==> src/logic/tef_pkg.sv <==
// Package with the register map, field positions and carriers of the timer event flag block.
`default_nettype none
package tef_pkg;
	localparam int tef_addr_w = 12;
	localparam logic [tef_addr_w-1:0] tef_off_enable = 12'h00c;
	localparam logic [tef_addr_w-1:0] tef_off_status = 12'h010;
	localparam logic [14:0] tef_enable_reset = 15'h0000;
	localparam logic [17:0] tef_status_reset = 18'h00000;
	localparam logic [31:0] tef_read_zero = 32'h00000000;

	// Enable register fields.
	localparam int tef_irq_lsb = 0;
	localparam int tef_irq_msb = 7;
	localparam int tef_update_dma_enable = 8;
	localparam int tef_ch_dma_lsb = 9;
	localparam int tef_commutation_dma_enable = 13;
	localparam int tef_trigger_dma_enable = 14;
	localparam int tef_enable_msb = 14;

	// Status register fields.
	localparam int tef_update_event_flag = 0;
	localparam int tef_ch_flag_lsb = 1;
	localparam int tef_commutation_event_flag = 5;
	localparam int tef_trigger_event_flag = 6;
	localparam int tef_break_event_flag = 7;
	localparam int tef_overcapture_lsb = 9;
	localparam int tef_ch56_flag_lsb = 16;
	localparam int tef_status_msb = 17;
	localparam int tef_channels = 6;
	localparam int tef_oc_channels = 4;

	// DMA request outputs, bit order.
	localparam int tef_dma_update = 0;
	localparam int tef_dma_ch_lsb = 1;
	localparam int tef_dma_commutation = 5;
	localparam int tef_dma_trigger = 6;
	localparam int tef_dma_w = 7;

	typedef struct packed {
		logic update_event;
		logic commutation_event;
		logic trigger_input;
		logic trigger_active_low;
		logic gated_mode;
		logic break_input;
		logic [tef_channels-1:0] capture_event;
		logic [tef_channels-1:0] input_mode;
		logic [tef_channels-1:0] capture_data_read;
	} tef_events_t;

	typedef struct packed {
		logic psel;
		logic penable;
		logic pwrite;
		logic [tef_addr_w-1:0] paddr;
		logic [31:0] pwdata;
		logic [3:0] pstrb;
	} tef_apb_req_t;
endpackage : tef_pkg
`default_nettype wire

==> src/logic/tef_top.sv <==
// Event flags, interrupt and DMA request enables of the timer, with an APB slave.
//
// Local design decision: register access over APB.
`default_nettype none
module tef_top
	import tef_pkg::*;
(
	input wire logic pclk,
	input wire logic presetn,
	input wire tef_apb_req_t apb,
	input wire tef_events_t events,
	output logic pready,
	output logic pslverr,
	output logic [31:0] prdata,
	output logic irq,
	output logic [tef_dma_w-1:0] dma_req
);
	logic [tef_enable_msb:0] enable;
	// Each flag lives in its own flip-flop; the status word is only a wired view of them.
	wire logic [tef_status_msb:0] status;
	logic update_flag;
	logic commutation_flag;
	logic trigger_flag;
	logic break_flag;
	logic trigger_prev;
	logic trigger_edge;
	logic hit_enable;
	logic hit_status;
	logic bus_done;
	logic wr_enable;
	logic wr_status;
	logic [tef_status_msb:0] clear_mask;
	logic [tef_status_msb:0] set_mask;

	// The slave answers one cycle into the access phase; read data is registered at the edge that raises pready, writes happen at the next edge.
	assign bus_done = apb.psel && apb.penable && pready;
	assign hit_enable = apb.paddr == tef_off_enable;
	assign hit_status = apb.paddr == tef_off_status;
	assign wr_enable = bus_done && apb.pwrite && hit_enable;
	assign wr_status = bus_done && apb.pwrite && hit_status;

	always_ff @(posedge pclk or negedge presetn) begin
		if (!presetn) begin
			pready <= 1'b0;
		end else begin
			pready <= apb.psel && apb.penable && !pready;
		end
	end

	always_ff @(posedge pclk or negedge presetn) begin
		if (!presetn) begin
			prdata <= tef_read_zero;
			pslverr <= 1'b0;
		end else if (apb.psel && apb.penable && !pready) begin
			pslverr <= !(hit_enable || hit_status);
			if (apb.pwrite) begin
				prdata <= tef_read_zero;
			end else if (hit_enable) begin
				prdata <= {17'h00000, enable};
			end else if (hit_status) begin
				prdata <= {14'h0000, status};
			end else begin
				prdata <= tef_read_zero;
			end
		end
	end

	// Bit 15 is reserved and is not stored, so it always reads back as zero.
	always_ff @(posedge pclk or negedge presetn) begin
		if (!presetn) begin
			enable <= tef_enable_reset;
		end else if (wr_enable) begin
			if (apb.pstrb[0]) begin
				enable[7:0] <= apb.pwdata[7:0];
			end
			if (apb.pstrb[1]) begin
				enable[tef_enable_msb:8] <= apb.pwdata[tef_enable_msb:8];
			end
		end
	end

	always_ff @(posedge pclk or negedge presetn) begin
		if (!presetn) begin
			trigger_prev <= 1'b0;
		end else begin
			trigger_prev <= events.trigger_input;
		end
	end

	// In gated mode the counter follows the level, so both edges count as trigger events.
	always_comb begin
		if (events.gated_mode) begin
			trigger_edge = events.trigger_input ^ trigger_prev;
		end else if (events.trigger_active_low) begin
			trigger_edge = trigger_prev && !events.trigger_input;
		end else begin
			trigger_edge = events.trigger_input && !trigger_prev;
		end
	end

	// A zero written in an enabled byte lane clears the flag; reserved bits stay zero.
	always_comb begin
		clear_mask = '0;
		set_mask = '0;
		for (int b = 0; b <= tef_status_msb; b++) begin
			clear_mask[b] = wr_status && apb.pstrb[b/8] && !apb.pwdata[b];
		end
		set_mask[tef_update_event_flag] = events.update_event;
		set_mask[tef_commutation_event_flag] = events.commutation_event;
		set_mask[tef_trigger_event_flag] = trigger_edge;
		set_mask[tef_break_event_flag] = events.break_input;
	end

	// Hardware set beats a clear in the same cycle, so no event is lost.
	always_ff @(posedge pclk or negedge presetn) begin
		if (!presetn) begin
			update_flag <= tef_status_reset[tef_update_event_flag];
		end else begin
			update_flag <= set_mask[tef_update_event_flag]
				|| (update_flag && !clear_mask[tef_update_event_flag]);
		end
	end

	always_ff @(posedge pclk or negedge presetn) begin
		if (!presetn) begin
			commutation_flag <= tef_status_reset[tef_commutation_event_flag];
		end else begin
			commutation_flag <= set_mask[tef_commutation_event_flag]
				|| (commutation_flag && !clear_mask[tef_commutation_event_flag]);
		end
	end

	always_ff @(posedge pclk or negedge presetn) begin
		if (!presetn) begin
			trigger_flag <= tef_status_reset[tef_trigger_event_flag];
		end else begin
			trigger_flag <= set_mask[tef_trigger_event_flag]
				|| (trigger_flag && !clear_mask[tef_trigger_event_flag]);
		end
	end

	// A clear only sticks once the break input has gone inactive again.
	always_ff @(posedge pclk or negedge presetn) begin
		if (!presetn) begin
			break_flag <= tef_status_reset[tef_break_event_flag];
		end else begin
			break_flag <= set_mask[tef_break_event_flag]
				|| (break_flag && !clear_mask[tef_break_event_flag]);
		end
	end

	assign status[tef_update_event_flag] = update_flag;
	assign status[tef_commutation_event_flag] = commutation_flag;
	assign status[tef_trigger_event_flag] = trigger_flag;
	assign status[tef_break_event_flag] = break_flag;

	// Reserved bits are not stored, so they read back as zero whatever software writes.
	assign status[tef_overcapture_lsb-1] = 1'b0;
	assign status[tef_ch56_flag_lsb-1:tef_overcapture_lsb+tef_oc_channels] = '0;

	for (genvar ch = 0; ch < tef_channels; ch++) begin : g_ch
		localparam int fb = (ch < tef_oc_channels) ? tef_ch_flag_lsb + ch
			: tef_ch56_flag_lsb + ch - tef_oc_channels;
		logic flag;
		assign status[fb] = flag;
		always_ff @(posedge pclk or negedge presetn) begin
			if (!presetn) begin
				flag <= tef_status_reset[fb];
			end else if (events.capture_event[ch]) begin
				flag <= 1'b1;
			end else if (clear_mask[fb]) begin
				flag <= 1'b0;
			end else if (events.input_mode[ch] && events.capture_data_read[ch]) begin
				flag <= 1'b0;
			end
		end
		if (ch < tef_oc_channels) begin : g_oc
			localparam int ob = tef_overcapture_lsb + ch;
			logic oc_flag;
			assign status[ob] = oc_flag;
			always_ff @(posedge pclk or negedge presetn) begin
				if (!presetn) begin
					oc_flag <= tef_status_reset[ob];
				end else if (events.input_mode[ch] && events.capture_event[ch] && flag) begin
					oc_flag <= 1'b1;
				end else if (clear_mask[ob]) begin
					oc_flag <= 1'b0;
				end
			end
		end
	end

	// The interrupt lags the flags by one cycle so that it comes straight from a flip-flop.
	always_ff @(posedge pclk or negedge presetn) begin
		if (!presetn) begin
			irq <= 1'b0;
		end else begin
			irq <= |(status[tef_irq_msb:tef_irq_lsb] & enable[tef_irq_msb:tef_irq_lsb]);
		end
	end

	always_ff @(posedge pclk or negedge presetn) begin
		if (!presetn) begin
			dma_req <= '0;
		end else begin
			dma_req[tef_dma_update] <= events.update_event && enable[tef_update_dma_enable];
			dma_req[tef_dma_ch_lsb +: tef_oc_channels] <= events.capture_event[tef_oc_channels-1:0]
				& enable[tef_ch_dma_lsb +: tef_oc_channels];
			dma_req[tef_dma_commutation] <= events.commutation_event
				&& enable[tef_commutation_dma_enable];
			dma_req[tef_dma_trigger] <= trigger_edge && enable[tef_trigger_dma_enable];
		end
	end
endmodule : tef_top
`default_nettype wire

==> config.mk <==
export PLATFORM = sky130hd
export DESIGN_NAME = tef_top
export DESIGN_NICKNAME = d
export VERILOG_FILES = /design/src/logic/tef_pkg.sv /design/src/logic/tef_top.sv
export SDC_FILE = /design/constraint.sdc
export NUM_CORES = 1
export LEC_CHECK = 0
export BUFFER_PORTS_ARGS = -buffer_cell sky130_fd_sc_hd__buf_2
export CORE_ASPECT_RATIO = 1.75
export CORE_MARGIN = 3
export CORE_UTILIZATION = 50
export DETAILED_ROUTE_END_ITERATION = 12
export PLACE_DENSITY = 0.85
export SLEW_MARGIN = 20
export SYNTH_ARGS = -nofsm -noshare
export SYNTH_HDL_FRONTEND = slang
export SYNTH_SLANG_ARGS = --single-unit
==> constraint.sdc <==
create_clock -name pclk -period 3.3 [get_ports pclk]
set_input_delay 0.66 -clock pclk [delete_from_list [all_inputs] [get_ports pclk]]
set_output_delay 0.66 -clock pclk [all_outputs]
set_load 0.03 [all_outputs]
==> metrics.md <==
| Metric | Value |
|---|---|
| Post-synth top cells | `57 x dfrtp_1, 16 x mux2_2, 16 x nand2_1` |
| EDFF count, synth | `0` |
| Met1 usage | `22.69%` |
| Clk_lat worst skew | `0.33 ns` |
| CP Capture Type | `flop` |
| Final worst path period share | `59.87%` |
| Main area contributors after synthesis | `dfrtp_1 55%, mux2_2 7.0%, buf_4 4.4%` |
| Post-CTS setup buffers | `0` |
| Hold Vio Cnt, Final | `0` |
| Largest net degree at the start of global routing | `39` |
| Drt pass-1 iters | `4` |
| Clock slew at reported path FFs | `0.07 ns` |
| PortBufs | `87` |
| Synth Area in Simple Gates | `17.25%` |
| Rel. slew slack | `43.92%` |
| HP Class | `in2async` |
| Antenna violations before repair | `0` |
| DR iter-0 viols | `62` |
| Main combinational cell family by area after synthesis | `simple AND/OR/NAND/NOR gates` |
| Total Nets Final | `379` |
| Die area | `0.006081 mm2` |
| CTS H-tree depth | `3` |
| Setup Skew | `0.006833 ns` |
| Die width | `60.25 um` |
| Unrepaired setup endpoints after global routing | `false` |
| Hold slack | `0.4360 ns` |
| Max cap viols | `0` |
| Comb pwr share | `7.3%` |
| Gpl congestion | `0.7806` |
| Synth top area share | `55.39%` |
| Hold buffer count at cts | `0` |
| Clk buf depth | `2` |
| Reg2reg path depth | `3` |
| Top-count cell post-synth | `dfrtp_1` |
| GRT busiest layer | `met2` |
| Vias in the first global route | `1954` |
| Count of final setup violators | `0` |
| DR vias/cell | `5.382` |
| Final TNS setup | `0 ns` |
| Synth Area in Adders | `0.9718%` |
| Cts repair resizes | `0` |
| Grt met2 use | `35.17%` |
| CTS Buf Count | `9` |
| F_max | `0.5061 GHz` |
| Diodes inserted | `0` |
| Least-Margin Pin Slew | `0.8412 ns` |
| WP data required | `3.57 ns` |
| Post-synthesis instance area | `0.002575 mm2` |
| Tot GR Track Use | `20.09%` |
| #FFs+latches synth | `57` |
| Overflow after GRT | `0` |
| Share of layout cells above drive strength 1 | `47.54%` |
| Starting Density | `51.73%` |
| Slew Limit Fails | `0` |
| Tmin final | `1.976 ns` |
| Startpoint Class | `input port` |
| Sequential area share after synthesis | `55.39%` |
| Synth Warn # | `0` |
| CTS sink cnt | `57` |
| Top FF cell, synth | `dfrtp_1` |
| Setup Crit Path Kind | `in2reg` |
| Sw Pwr | `0.3483 mW` |
| Async S/R FF share, synth | `100.0%` |
| R2r setup slk | `1.52 ns` |
| Mapped Cells | `205` |
| Clock power share | `48.5%` |
| Synth area leader | `dfrtp_1` |
| RR Startpoint | `pready$_DFF_PN0_` |
| Fin util | `65.06%` |
| Rows | `34` |
| Highest ir drop seen on vdd | `494.7 uV` |
| Die Y | `100.9 um` |
| TritonCTS clock tree | `built` |
| Critical Path Fanout Max | `15` |
| Cell-internal power | `1.265 mW` |
| Post-route DRC | `0` |
| Antenna-violating nets left | `0` |
| Mean post-synth cell area | `12.56 um2` |
| Seq pwr share | `44.2%` |
| Leak Pwr | `1.672 nW` |
| Post-synthesis compound-gate area fraction | `12.97%` |
| Routed len/inst | `16.04 um` |
| Synth unique cells | `36` |
| Reg2reg end | `prdata[0]$_DFFE_PN0P_` |
| Global-route wire length before repair | `8921 um` |
| Area growth syn-to-layout | `25.75%` |
| Ports | `119` |
| CTS root buf | `clkbuf_8` |
| CORE AREA | `0.004977 mm2` |
| Synth Area in XOR/XNOR | `0%` |
| Overall routed net length | `5758 um` |
| Vias | `1932` |
| Worst EP arrival | `2.24 ns` |
| Outcome | `finished, final reports clean` |
| M3 GR Usage | `3.846%` |
| Post-synthesis mux area share | `6.997%` |
| PD cells | `498.3 mW/mm2` |
| Detailed placement HPWL | `4280 um` |
| Switching share of power | `21.59%` |
==> cell usage in the layout, fill, tap and decap left out <==
master / n
buf_2: 87
dfrtp_1: 57
mux2_2: 16
nand2_1: 16
conb_1: 15
nor2_1: 11
a21oi_1: 11
clkbuf_8: 10
and2_1: 7
a221o_1: 7
and2_2: 6
o31ai_1: 5
and2_0: 5
a221o_2: 5
a22oi_1: 4
nand3_1: 4
inv_1: 3
a22o_2: 3
clkinv_2: 3
bufinv_16: 3
o21ai_0: 2
nor4_4: 2
or3_1: 2
a31o_1: 2
nor3_4: 2
a22o_1: 2
nor2_4: 2
ha_1: 2
buf_4: 2
nand3b_1: 1
nand4_1: 1
nor2b_1: 1
nor4b_4: 1
nand3_4: 1
and4_1: 1
and4bb_2: 1
nand3_2: 1
o211a_1: 1
==> worst max-delay path by stage <==
stage          startpoint                     to  slack (ns)  cells after the start
6_report          apb[43]  prdata[0]$_DFFE_PN0P_        1.32                      5
5_1_grt           apb[43]  prdata[5]$_DFFE_PN0P_        1.19                      5
4_1_cts           apb[43]  prdata[4]$_DFFE_PN0P_        1.32                      5
3_5_place_dp      apb[43]  prdata[0]$_DFFE_PN0P_        0.97                      5
3_3_place_gp      apb[43]  prdata[0]$_DFFE_PN0P_        0.97                      5
2_1_floorplan     apb[43]  enable[0]$_DFFE_PN0P_        1.37                      4
==> power groups by stage <==
| stage | clock [mW] | combinational (mW) | sequential, mW |
|---|---|---|---|
| after detailed placement | 0 | 0.119 | 0.726 |
| final | 0.782 | 0.118 | 0.713 |
| after CTS | 0.797 | 0.119 | 0.713 |
| after floorplan | 0 | 0.0604 | 0.730 |
| after global routing | 0.826 | 0.131 | 0.714 |
| after global placement | 0 | 0.116 | 0.725 |
==> sequential cells by signal, indices dropped and copies added, names as in the netlist <==
name and cells:
prdata 17, g_ch.flag 6, irq 1, update_flag 1, pslverr 1, trigger_prev 1, commutation_flag 1, pready 1
enable 15, trigger_flag 1, dma_req 7, g_ch.g_oc.oc_flag 4, break_flag 1
==> cells by family (layout without fill, tap and decap cells) <==
| family | count (synthesis) | after routing |
|---|---|---|
| DFF | 57 | 57 |
| and+or+nand+nor | 65 | 65 |
| muxes | 16 | 16 |
| adders and majority gates | 2 | 2 |
| AOI/OAI and AO/OA | 42 | 42 |
| other | 1 | 15 |
| buffers and inverters | 22 | 108 |
==> layer usage <==
layer  up-vias  share of wire [%]
met2        74                 54
met4         0                2.5
met5         -                  0
met1       944                 37
met3        12                5.6
li1        902                  -
==> metrics by stage <==
step	instances	power (mW)	instance area, um2	setup slack, ns
final	359	1.614	3238	1.324
after global routing	359	1.670	3238	1.192
after CTS	359	1.629	3238	1.320
after detailed placement	343	0.8451	2995	0.9651
after global placement	343	0.8417	2995	0.9667
after floorplan	219	0.7901	2628	1.366
==> worst max-delay path, cell delays in order <==
cell	delay [ns]
buf_2	0.11
nor4_4	0.39
nand3_2	0.24
nor3_4	0.57
a221o_2	0.27
==> area by class of cell <==
| type | count | area, um2 |
|---|---|---|
| clock buffer | 10 | 137.6 |
| clock inverter | 6 | 105.1 |
| fill | 384 | 1739 |
| inverter | 3 | 11.26 |
| multi-input combinational | 140 | 1040 |
| sequential | 57 | 1426 |
| tap | 54 | 67.56 |
| timing repair buffer | 89 | 450.4 |
No activity file was read; power rests on OpenSTA's default activity.
